$ cat config.mk
export PLATFORM = sky130hd
export DESIGN_NAME = csim_regs
export DESIGN_NICKNAME = d
export VERILOG_FILES = /design/src/include/csim_pkg.sv /design/src/verilog/csim_regs.sv
export SDC_FILE = /design/constraint.sdc
export NUM_CORES = 1
export LEC_CHECK = 0
export BUFFER_PORTS_ARGS = -buffer_cell sky130_fd_sc_hd__buf_2
export CAP_MARGIN = 15
export CORE_ASPECT_RATIO = 1.1
export CORE_MARGIN = 2
export CORE_UTILIZATION = 45
export DETAILED_ROUTE_END_ITERATION = 10
export PLACE_DENSITY = 0.74
export SLEW_MARGIN = 10
export SYNTH_ARGS = -nofsm -noshare
export SYNTH_HDL_FRONTEND = slang
export SYNTH_SLANG_ARGS = --single-unit
$ cat constraint.sdc
create_clock -name hclk -period 4.75 [get_ports hclk]
set_input_delay 1.1875 -clock hclk [delete_from_list [all_inputs] [get_ports hclk]]
set_output_delay 1.1875 -clock hclk [all_outputs]
set_load 0.01 [all_outputs]
$ cat src/include/csim_pkg.sv
package csim_pkg;

    // Word index of each register; byte address is four times the index
    localparam logic [9:0] IDX_STATUS = 10'h001;
    localparam logic [9:0] IDX_ADC = 10'h002;
    localparam logic [9:0] IDX_MIX = 10'h003;
    localparam logic [9:0] IDX_PWR_EN = 10'h01b;
    localparam logic [9:0] IDX_PWR_CTL = 10'h01c;

    localparam logic [15:0] STATUS_RESET = 16'h0000;
    localparam logic [15:0] ADC_RESET = 16'h0000;
    localparam logic [15:0] MIX_RESET = 16'h8888;
    localparam logic [15:0] MIX_MASK = 16'h9f9f;
    localparam logic [15:0] PWR_EN_RESET = 16'h0000;
    localparam logic [15:0] PWR_CTL_RESET = 16'h0001;

    // Status fields
    localparam int ST_SU2 = 9;
    localparam int ST_SU1 = 8;
    localparam int ST_OVR = 2;
    localparam int ST_OVL = 0;

    // Enable register fields
    localparam int EN_DAC1 = 0;
    localparam int EN_DAC2 = 1;
    localparam int EN_ADCL = 2;
    localparam int EN_ADCR = 3;
    localparam int EN_D2MIX = 4;
    localparam int EN_ANA = 5;
    localparam logic [15:0] PWR_EN_MASK = 16'h003f;

    // Power control fields
    localparam int PC_REQ = 0;
    localparam int PC_FLAG = 15;

    localparam int FIFO_DEPTH = 4;

    // Settling time around every power-down transition
    localparam int PD_SETTLE_NS = 320;
    localparam int CLK_PERIOD_NS = 20;
    localparam int PD_SETTLE_CYC = (PD_SETTLE_NS + CLK_PERIOD_NS - 1)
                                   / CLK_PERIOD_NS;

    typedef struct packed {
        logic [15:0] left;
        logic [15:0] right;
    } csim_stereo_t;

    typedef struct packed {
        logic [9:0] widx;
        logic write;
        logic valid;
    } csim_ahb_req_t;

endpackage

$ cat src/verilog/csim_regs.sv
// Local design decision: the AHB-Lite register port.
`timescale 1ns/1ps
// What this block does
// - Any status access clears status register
// - DAC2 buffer empty sets DAC2 underrun
// - DAC1 buffer empty sets DAC1 underrun
// - Underrunning DAC gets zero samples
// - Underrun sticks until status access or disable
// - Right ADC peak level kept, four codes
// - Left ADC peak level kept, same codes
// - Peak only rises; status access clears to 00
// - ADC channel disable clears its peak
// - Status zero in reset or power-down
// - Left ADC source select, eight inputs
// - Right ADC source select, eight inputs
// - Mic boost bit per channel, +20 dB
// - Four-bit ADC gain, 1.5 dB steps
// - ADC register zero, write-locked in power-down
// - Five-bit DAC2 mix gain per side
// - Mix register 8888, locked in power-down
// - Mix register locked by mix enables
// - Power-down flag set during transitions too
module csim_regs (
    input wire logic hclk,
    input wire logic hresetn,
    input wire logic hsel,
    input wire logic [11:0] haddr,
    input wire logic [1:0] htrans,
    input wire logic hwrite,
    input wire logic [2:0] hsize,
    input wire logic [31:0] hwdata,
    input wire logic hready,
    output logic hreadyout,
    output logic hresp,
    output logic [31:0] hrdata,
    input wire logic powerdown_pin_n,
    input wire csim_pkg::csim_stereo_t [1:0] dac_in_data,
    input wire logic [1:0] dac_in_valid,
    output logic [1:0] dac_in_ready,
    input wire logic [1:0] dac_tick,
    output csim_pkg::csim_stereo_t [1:0] dac_out,
    input wire logic [1:0] adc_left_level,
    input wire logic [1:0] adc_right_level,
    input wire logic adc_level_valid,
    output logic [2:0] left_adc_source,
    output logic [2:0] right_adc_source,
    output logic left_mic_boost,
    output logic right_mic_boost,
    output logic [3:0] left_adc_gain,
    output logic [3:0] right_adc_gain,
    output logic left_dac2_mix_mute,
    output logic right_dac2_mix_mute,
    output logic [4:0] left_dac2_mix_gain,
    output logic [4:0] right_dac2_mix_gain,
    output logic [5:0] channel_enables,
    output logic converter_powerdown_flag
);

    // Bus front end

    logic req_take;
    csim_pkg::csim_ahb_req_t req_d;
    csim_pkg::csim_ahb_req_t req_q;
    logic wr_now;
    logic rd_take;
    logic rd_wait;

    // A read taken during a write's data phase would capture the old word,
    // so that read is held for one cycle until the write has landed
    assign rd_wait = wr_now & hsel & htrans[1] & ~hwrite;
    assign hreadyout = ~rd_wait;
    assign hresp = 1'b0;
    assign req_take = hsel & htrans[1] & hready;
    assign req_d.widx = haddr[11:2];
    assign req_d.write = hwrite;
    assign req_d.valid = req_take;
    assign wr_now = req_q.valid & req_q.write;
    assign rd_take = req_take & ~hwrite;

    always_ff @(posedge hclk or negedge hresetn) begin
        if (!hresetn) begin
            req_q <= '0;
        end else begin
            req_q <= req_d;
        end
    end

    function automatic logic hit(input logic [9:0] a, input logic [9:0] b);
        hit = (a == b);
    endfunction

    logic wr_status;
    logic wr_adc;
    logic wr_mix;
    logic wr_en;
    logic wr_ctl;
    logic rd_status;
    logic stat_clr;

    always_comb begin
        wr_status = 1'b0;
        wr_adc = 1'b0;
        wr_mix = 1'b0;
        wr_en = 1'b0;
        wr_ctl = 1'b0;
        if (wr_now) begin
            if (hit(req_q.widx, csim_pkg::IDX_STATUS)) begin
                wr_status = 1'b1;
            end else if (hit(req_q.widx, csim_pkg::IDX_ADC)) begin
                wr_adc = 1'b1;
            end else if (hit(req_q.widx, csim_pkg::IDX_MIX)) begin
                wr_mix = 1'b1;
            end else if (hit(req_q.widx, csim_pkg::IDX_PWR_EN)) begin
                wr_en = 1'b1;
            end else if (hit(req_q.widx, csim_pkg::IDX_PWR_CTL)) begin
                wr_ctl = 1'b1;
            end
        end
    end
    assign rd_status = rd_take & hit(haddr[11:2], csim_pkg::IDX_STATUS);
    // Read clears once the old value is captured for the data phase
    assign stat_clr = wr_status | rd_status;

    // Power-down pin synchroniser and converter power-down flag

    logic pd_meta_q;
    logic pd_pin_q;

    always_ff @(posedge hclk or negedge hresetn) begin
        if (!hresetn) begin
            pd_meta_q <= 1'b0;
            pd_pin_q <= 1'b0;
        end else begin
            pd_meta_q <= powerdown_pin_n;
            pd_pin_q <= pd_meta_q;
        end
    end

    logic [15:0] en_q;
    logic [15:0] en_d;
    logic [15:0] ctl_q;
    logic [15:0] ctl_d;

    assign en_d = wr_en ? (hwdata[15:0] & csim_pkg::PWR_EN_MASK) : en_q;
    assign ctl_d = wr_ctl ? {15'h0000, hwdata[csim_pkg::PC_REQ]} : ctl_q;

    always_ff @(posedge hclk or negedge hresetn) begin
        if (!hresetn) begin
            en_q <= csim_pkg::PWR_EN_RESET;
            ctl_q <= csim_pkg::PWR_CTL_RESET;
        end else begin
            en_q <= en_d;
            ctl_q <= ctl_d;
        end
    end

    localparam logic [7:0] SETTLE = 8'(csim_pkg::PD_SETTLE_CYC);

    logic pd_req;
    logic pd_req_q;
    logic [7:0] settle_q;
    logic [7:0] settle_d;
    logic conv_pd;

    assign pd_req = ~pd_pin_q | ctl_q[csim_pkg::PC_REQ];
    // Any change of the request restarts the settle window
    assign settle_d = (pd_req != pd_req_q) ? SETTLE :
                      (settle_q != 8'h00) ? settle_q - 8'h01 : 8'h00;
    assign conv_pd = pd_req | pd_req_q | (settle_q != 8'h00);

    always_ff @(posedge hclk or negedge hresetn) begin
        if (!hresetn) begin
            pd_req_q <= 1'b1;
            settle_q <= SETTLE;
        end else begin
            pd_req_q <= pd_req;
            settle_q <= settle_d;
        end
    end

    assign converter_powerdown_flag = conv_pd;
    assign channel_enables = en_q[5:0];

    // ADC input select and gain register

    logic [15:0] adc_q;
    logic [15:0] adc_d;

    // Locked at zero while conversions are down; writes are dropped
    assign adc_d = conv_pd ? csim_pkg::ADC_RESET :
                   wr_adc ? hwdata[15:0] : adc_q;

    always_ff @(posedge hclk or negedge hresetn) begin
        if (!hresetn) begin
            adc_q <= csim_pkg::ADC_RESET;
        end else begin
            adc_q <= adc_d;
        end
    end

    assign left_adc_source = adc_q[15:13];
    assign right_adc_source = adc_q[7:5];
    assign left_mic_boost = adc_q[12];
    assign right_mic_boost = adc_q[4];
    assign left_adc_gain = adc_q[11:8];
    assign right_adc_gain = adc_q[3:0];

    // DAC2 to mixer register

    logic [15:0] mix_q;
    logic [15:0] mix_d;
    logic mix_hold;

    assign mix_hold = conv_pd | ~en_q[csim_pkg::EN_D2MIX]
                      | ~en_q[csim_pkg::EN_DAC2] | ~en_q[csim_pkg::EN_ANA];
    // Reserved bits never store, so they always read back as zero
    assign mix_d = mix_hold ? csim_pkg::MIX_RESET :
                   wr_mix ? (hwdata[15:0] & csim_pkg::MIX_MASK) :
                   mix_q;

    always_ff @(posedge hclk or negedge hresetn) begin
        if (!hresetn) begin
            mix_q <= csim_pkg::MIX_RESET;
        end else begin
            mix_q <= mix_d;
        end
    end

    assign left_dac2_mix_mute = mix_q[15];
    assign right_dac2_mix_mute = mix_q[7];
    assign left_dac2_mix_gain = mix_q[12:8];
    assign right_dac2_mix_gain = mix_q[4:0];

    // DAC input buffers, four stereo words per pair

    logic [1:0] under_q;
    logic [1:0] under_d;
    logic [1:0] dac_off;

    assign dac_off[0] = conv_pd | ~en_q[csim_pkg::EN_DAC1];
    assign dac_off[1] = conv_pd | ~en_q[csim_pkg::EN_DAC2];

    genvar p;
    generate
        for (p = 0; p < 2; p = p + 1) begin : g_pair
            csim_pkg::csim_stereo_t mem_q [csim_pkg::FIFO_DEPTH];
            logic [1:0] wp_q;
            logic [1:0] rp_q;
            logic [2:0] cnt_q;
            logic [2:0] cnt_d;
            logic push;
            logic pop;
            logic empty;
            logic starve;

            assign empty = (cnt_q == 3'd0);
            assign dac_in_ready[p] = ~dac_off[p] & (cnt_q != 3'd4);
            assign push = dac_in_valid[p] & dac_in_ready[p];
            assign pop = dac_tick[p] & ~empty & ~dac_off[p];
            assign starve = dac_tick[p] & empty & ~dac_off[p];
            assign cnt_d = dac_off[p] ? 3'd0 :
                           3'(cnt_q + {2'b00, push} - {2'b00, pop});
            // Powered-down pair loses the flag; fresh starve beats clear
            assign under_d[p] = dac_off[p] ? 1'b0 :
                                starve ? 1'b1 :
                                stat_clr ? 1'b0 : under_q[p];

            always_ff @(posedge hclk or negedge hresetn) begin
                if (!hresetn) begin
                    wp_q <= 2'd0;
                    rp_q <= 2'd0;
                    cnt_q <= 3'd0;
                end else begin
                    wp_q <= dac_off[p] ? 2'd0 : wp_q + {1'b0, push};
                    rp_q <= dac_off[p] ? 2'd0 : rp_q + {1'b0, pop};
                    cnt_q <= cnt_d;
                end
            end

            always_ff @(posedge hclk) begin
                if (push) begin
                    mem_q[wp_q] <= dac_in_data[p];
                end
            end

            always_ff @(posedge hclk or negedge hresetn) begin
                if (!hresetn) begin
                    dac_out[p] <= '0;
                end else if (dac_tick[p] | dac_off[p]) begin
                    // Missing sample plays as silence rather than repeating
                    dac_out[p] <= pop ? mem_q[rp_q] : '0;
                end
            end
        end
    endgenerate

    // ADC peak hold

    function automatic logic [1:0] peak_next(input logic [1:0] old,
                                             input logic clr,
                                             input logic vld,
                                             input logic [1:0] lvl);
        logic [1:0] base;
        base = clr ? 2'b00 : old;
        peak_next = (vld && lvl > base) ? lvl : base;
    endfunction

    logic [1:0] pk_l_q;
    logic [1:0] pk_r_q;
    logic [1:0] pk_l_d;
    logic [1:0] pk_r_d;
    logic adcl_off;
    logic adcr_off;

    assign adcl_off = conv_pd | ~en_q[csim_pkg::EN_ADCL];
    assign adcr_off = conv_pd | ~en_q[csim_pkg::EN_ADCR];
    assign pk_l_d = adcl_off ? 2'b00 :
                    peak_next(pk_l_q, stat_clr, adc_level_valid,
                              adc_left_level);
    assign pk_r_d = adcr_off ? 2'b00 :
                    peak_next(pk_r_q, stat_clr, adc_level_valid,
                              adc_right_level);

    always_ff @(posedge hclk or negedge hresetn) begin
        if (!hresetn) begin
            under_q <= 2'b00;
            pk_l_q <= 2'b00;
            pk_r_q <= 2'b00;
        end else begin
            under_q <= under_d;
            pk_l_q <= pk_l_d;
            pk_r_q <= pk_r_d;
        end
    end

    // Read data, captured in the address phase

    logic [15:0] status_word;
    logic [15:0] rd_word;
    logic [9:0] ra;

    always_comb begin
        status_word = csim_pkg::STATUS_RESET;
        status_word[csim_pkg::ST_SU2] = under_q[1];
        status_word[csim_pkg::ST_SU1] = under_q[0];
        status_word[csim_pkg::ST_OVR +: 2] = pk_r_q;
        status_word[csim_pkg::ST_OVL +: 2] = pk_l_q;
    end

    assign ra = haddr[11:2];
    always_comb begin
        if (hit(ra, csim_pkg::IDX_STATUS)) begin
            rd_word = status_word;
        end else if (hit(ra, csim_pkg::IDX_ADC)) begin
            rd_word = adc_q;
        end else if (hit(ra, csim_pkg::IDX_MIX)) begin
            rd_word = mix_q;
        end else if (hit(ra, csim_pkg::IDX_PWR_EN)) begin
            rd_word = en_q;
        end else if (hit(ra, csim_pkg::IDX_PWR_CTL)) begin
            rd_word = ctl_q | {conv_pd, 15'h0000};
        end else begin
            rd_word = 16'h0000;
        end
    end

    always_ff @(posedge hclk or negedge hresetn) begin
        if (!hresetn) begin
            hrdata <= 32'h0000_0000;
        end else if (rd_take) begin
            hrdata <= {16'h0000, rd_word};
        end
    end

endmodule

# ---- Word-level counts from Yosys, hierarchy flattened
# Memories as Yosys holds them, arrays and structs flattened.
# Index checks and enable logic that the tools add are counted.
dict set report word_totals {
  regBits 162
  ramBits 256
  in_bits 128
  output_inout_bits 135
  word_cells 162
  memories 2
}
dict set report op_classes {
  addsub 9
  n_lt_le_gt_ge 2
  n_eq_ne 13
  muxes 54
  n_bitwise 47
  n_reduce_logical 9
}
# name words width read_ports rd_clocked_by_memory_dff wr line_no
set mem_list {}
lappend mem_list {{g_pair[0].mem_q} 4 32 1 0 1 csim_regs.sv:246} ;# csim_pkg::csim_stereo_t mem_q [csim_pkg::FIFO_DEPTH];
lappend mem_list {{g_pair[1].mem_q} 4 32 1 0 1 csim_regs.sv:246}
# operator count
set op_table {}
lappend op_table {{16-bit two-way mux} 9}
lappend op_table {{32-bit two-way mux} 2}
lappend op_table {{10-bit by 2-bit == test with 1-bit output (second input constant)} 4}
lappend op_table {{10-bit by 5-bit == test with 1-bit output (second input constant)} 4}
lappend op_table {{1-bit two-way mux} 29}
lappend op_table {{1-bit AND} 20}
lappend op_table {{10-bit by 1-bit == test with 1-bit output (second input constant)} 2}
lappend op_table {{2-bit two-way mux} 10}
lappend op_table {{8-bit two-way mux} 2}
lappend op_table {{1-bit by 16-bit OR with 16-bit output} 1}
lappend op_table {{1-bit inverter} 13}
lappend op_table {{1-bit OR} 13}
lappend op_table {{2-bit by 1-bit adder with 2-bit output} 4}
lappend op_table {{8-bit nonzero test} 1}
lappend op_table {{8-bit by 1-bit subtractor with 8-bit output (second input constant)} 1}
lappend op_table {{3-bit by 1-bit adder with 3-bit output} 2}
lappend op_table {{3-bit logical NOT} 2}
lappend op_table {{3-bit two-way mux} 2}
lappend op_table {{3-bit != test (second input constant)} 2}
lappend op_table {{3-bit nonzero test} 2}
lappend op_table {{3-bit by 1-bit subtractor with 3-bit output} 2}
lappend op_table {{2-bit greater-than comparator} 2}
lappend op_table {{2-bit nonzero test} 2}
lappend op_table {{1-bit logical AND} 2}
lappend op_table {{1-bit != test} 1}

# ---- Longest topological paths before layout
dict set report logic_depth {
  ltp_word 11
  ltp_mapped 16
}

# ---- Worst setup path before layout
# No wires, ideal clock.
dict set report synth_path {
  path_kind {register -> register}
  startpoint {register settle_q[0]}
  endpoint {memory g_pair[1].mem_q[1][0] in the netlist's numbering, enable pin}
  setup_ns 0.468
  arrival_ns 4.000
  required_ns 4.282
  slack_ns 0.282
  path_stages_with_launch 7
  n_path_buf 0
  path_cell_list {dfrtp_1 inv_1 ha_1 or4b_4 nor3_4 nand3_1 nor3b_1}
}
dict set report synth_via {
  elab_chain_len 8
}
# item line_no
set synth_rtl {}
lappend synth_rtl {{from (decl)} csim_regs.sv:161} ;# logic [7:0] settle_q;
lappend synth_rtl {{from (signal assigned)} csim_regs.sv:177} ;# settle_q <= settle_d;
lappend synth_rtl {{8-bit nonzero test} csim_regs.sv:169} ;# assign conv_pd = pd_req | pd_req_q | (settle_q != 8'h00);
lappend synth_rtl {{1-bit OR} csim_regs.sv:169}
lappend synth_rtl {{1-bit OR} csim_regs.sv:241} ;# assign dac_off[1] = conv_pd | ~en_q[csim_pkg::EN_DAC2];
lappend synth_rtl {{1-bit inverter} csim_regs.sv:257} ;# assign dac_in_ready[p] = ~dac_off[p] & (cnt_q != 3'd4);
lappend synth_rtl {{1-bit AND} csim_regs.sv:257}
lappend synth_rtl {{1-bit AND} csim_regs.sv:258} ;# assign push = dac_in_valid[p] & dac_in_ready[p];
lappend synth_rtl {{1-bit two-way mux} csim_regs.sv:281} ;# if (push) begin
lappend synth_rtl {{1-bit two-way mux (implied by the code)} csim_regs.sv:282} ;# mem_q[wp_q] <= dac_in_data[p];
lappend synth_rtl {{to (decl)} csim_regs.sv:246}
# No other way between the ends.

# ---- Worst setup path after layout
dict set report layout_path {
  startpoint {register settle_q[0]}
  endpoint {output port dac_in_ready[1]}
}
dict set report layout_via {
  elab_chain_len 5
}
# item line_no
set layout_rtl {}
lappend layout_rtl {{8-bit nonzero test} csim_regs.sv:169}
lappend layout_rtl {{1-bit OR} csim_regs.sv:169}
lappend layout_rtl {{1-bit OR} csim_regs.sv:241}
lappend layout_rtl {{1-bit inverter} csim_regs.sv:257}
lappend layout_rtl {{1-bit AND} csim_regs.sv:257}
lappend layout_rtl {{to (decl)} csim_regs.sv:39} ;# output logic [1:0] dac_in_ready,
# No other way between the ends.

==> impl_metrics.csv <==
group,metric,value,unit
floorplan,dieArea,38100,µm²
synthesis,syn-instance-count,1013,
cts,cts.htree.levels,2,
worst_setup_path,crit_type,"register to output pin",
cells_and_area,nets,1392,
drt,drtAntennaViolNets,0,
cells_and_area,fill_cells,2912,
cts,cts_tree,"done",
floorplan,ios,263,
power_and_ir_drop,cellPowerDensity,389,nW/µm²
cts,clock-sinks,414,
floorplan,die_x,186,µm
cts,cts.repair.resized,0,
worst_setup_path,cp-start-kind,"register",
place,place_hpwl,22.0,mm
sta,slew_headroom,0.313,
floorplan,coreArea,36100,µm²
cts,root_buffer,"clkbuf_16",
global_routing,grt_pass1_vias,10100,
cts,post-cts-setup-buffer-count,0,
synthesis,synth_ff_type,"edfxtp_1",
global_routing,grt_start_max_net_pins,103,
synthesis,synth_top_area_cell,"edfxtp_1",
cts,cts_buffer_depth,3,
synthesis,ys_ff_latch,414,
synthesis,synth_cell_types,62,
sta,hold_viol_final,0,
sta,skew,16.5,ps
place,io_buffers,223,
floorplan,num_rows,73,
cts,cts_made_buffers,43,
worst_setup_path,worstSetupEndpointType,"output pin",
global_routing,use_met2,0.330,
synthesis,synth_common_cells,"edfxtp_1 (256), dfrtp_1 (151), inv_1 (79)",
hold_path,worstHoldStart,"pd_meta_q$_DFF_PN0_",
sta,rsz0062_at_grt,"false",
power_and_ir_drop,p_total,7.58,mW
synthesis,synth-async-reset-ratio,0.382,
global_routing,grt_pass1_wl,56.8,mm
sta,fmax,258,MHz
global_routing,grt-ovfl-total,0,
power_and_ir_drop,power_leakage,7.84,nW
sta,fin_tns_setup,0,ps
run,cap_viol_max_count,0,
cells_and_area,final_cell_count_no_fill,1773,
synthesis,syn_area,16500,µm²
cells_and_area,drive_gt1_frac,0.324,
sta,layout_min_cycle_time,3880,ps
cts,clk_pin_slew,60,ps
status,status,"completed",
worst_setup_path,critPathRequiredTime,3560,ps
global_routing,grt_usage,0.191,
synthesis,synth-edff-count,256,
synthesis,synth_area_leaders,"edfxtp_1 (47%), dfrtp_1 (23%), mux4_2 (8.8%), o2bb2ai_1 (2.8%), inv_1 (1.8%)",
drt,post-route-drc-count,0,
drt,firstDrtPassIters,5,
floorplan,start_util,0.456,
drt,first_iter_violations,606,
sta,fin_crit_sh,0.817,
sta,drv_slew,0,
synthesis,yosysMostFrequentCell,"edfxtp_1",
drt,totalWireLength,36.1,mm
global_routing,grt_util_met1,0.243,
cells_and_area,regArea,11700,µm²
synthesis,ys_seq_area_frac,0.708,
worst_setup_path,r2r_setup_slack,1130,ps
place,routabilityCongestion,0.922,
synthesis,avgSynthCellArea,16.2,µm²
power_and_ir_drop,ir_worst_vdd,0.345,mV
drt,wl_per_cell,20.4,µm
drt,vias,9692,
synthesis,yosysTopAreaCellShare,0.467,
worst_setup_path,cp_max_fo,7,
floorplan,die_h,205,µm
hold_path,min_path_type,"register to register",
global_routing,grt-busiest-layer,"met2",
worst_setup_path,arrival,2690,ps
place,numPlacedInstances,1690,
hold_path,whs_endpoint,"pd_pin_q$_DFF_PN0_",
cells_and_area,syn_to_final_growth,18.7,%
worst_setup_path,rr_startpoint,"settle_q[0]$_DFF_PN0_",
drt,vias_per_cell,5.47,
worst_setup_path,timing.rr.end,"g_pair[0].cnt_q[2]$_DFF_PN0_",
cts,cts_hold_buf,0,
cells_and_area,multiInputGateArea,4240,µm²
sta,setup_viol,0,
worst_setup_path,rr_worst_depth,15,
global_routing,use_met3,0.0344,
global_routing,antenna_found_initial,4,
sta,worst_pin_slew,1030,ps
cts,worst_skew_pair.late_latency,540,ps
synthesis,ys_warn_count,0,
hold_path,hold_depth,0,
worst max-delay path by stage:
stage	startpoint	endpoint	cells past startpoint
2_1_floorplan	settle_q[0]$_DFF_PN0_	g_pair[1].mem_q[1][0]$_DFFE_PP_	6
3_3_place_gp	haddr[11]	pk_l_q[1]$_DFF_PN0_	11
3_5_place_dp	haddr[11]	pk_l_q[0]$_DFF_PN0_	11
4_1_cts	settle_q[0]$_DFF_PN0_	dac_in_ready[1]	6
5_1_grt	settle_q[0]$_DFF_PN0_	dac_in_ready[1]	6
6_report	settle_q[0]$_DFF_PN0_	dac_in_ready[1]	6
critical path: stages (launching register included):
cell and delay (ps):
dfrtp_1 400, inv_1 60, ha_1 210, or4b_4 530, or3_1 590, a21oi_1 190
buf_2 180
cell families after synthesis:
family,after synthesis,synth area share
AOI/OAI and AO/OA,179,0.0796
buffers and inverters,147,0.0415
and+or+nand+nor,169,0.0561
muxes,77,0.0961
xor gates and xnor gates,10,0.00532
other,1,0.000228
DFF,414,0.708
adders and majority gates,16,0.0131
layer usage:
metal  share of wire  vias up
li1                -     4299
met1            0.40     4962
met2            0.50      353
met3           0.058       78
met4           0.033        0
met5               0        -
stage by stage:
stage	setup slack, ps	instance area, µm²	hold slack, ps	utilization
6_report	869	19500	350	0.541
4_1_cts	834	19500	349	0.541
2_1_floorplan	282	16500	331	-
3_5_place_dp	1220	18100	335	0.501
3_3_place_gp	1270	18100	337	0.501
5_1_grt	746	19500	369	0.541
cells in the final DEF (no fill, tap or decap), drive strengths merged, types with 6 or more instances in the layout:
cell type,netlist,layout
nand3,31,31
and2,6,6
a21oi,35,35
mux2i,6,6
conb,1,17
ha,14,14
and3,9,9
or3,8,8
nor3b,6,6
o2bb2ai,64,64
nor2,26,26
xnor2,8,8
dfrtp,151,151
mux2,7,7
buf,34,241
nor3,8,8
o21ai,45,45
mux4,64,64
nand2,40,40
edfxtp,256,256
nand4,7,7
a22oi,9,9
inv,79,80
dfstp,7,7
clkbuf,33,53
clkinv,1,16
power by group:
group | switching (mW) | internal (mW) | leakage [nW]
Clock | 1.38 | 2.04 | 0.695
Sequential | 0.0361 | 3.87 | 4.44
Combinational | 0.170 | 0.0962 | 2.70
registers in the layout, summed over array words and instances, names as in the netlist, 2 cells and up:
signal,cells
g_pair.mem_q,256
g_pair.cnt_q,6
req_q,12
under_q,2
dac_out,64
adc_q,16
en_q,6
mix_q,12
g_pair.wp_q,4
pk_l_q,2
pk_r_q,2
hrdata,16
g_pair.rp_q,4
settle_q,8
layout make-up:
| cell class | instances | share of cell area |
|---|---|---|
| Sequential cell | 414 | 0.597 |
| Multi-Input combinational cell | 468 | 0.217 |
| Timing Repair Buffer | 241 | 0.0644 |
| Clock buffer | 53 | 0.0602 |
| Tap cell | 487 | 0.0312 |
| Inverter | 80 | 0.0154 |
| Clock inverter | 26 | 0.0140 |
| Antenna cell | 4 | 0.000513 |
No activity file was read; power rests on OpenSTA's default activity.
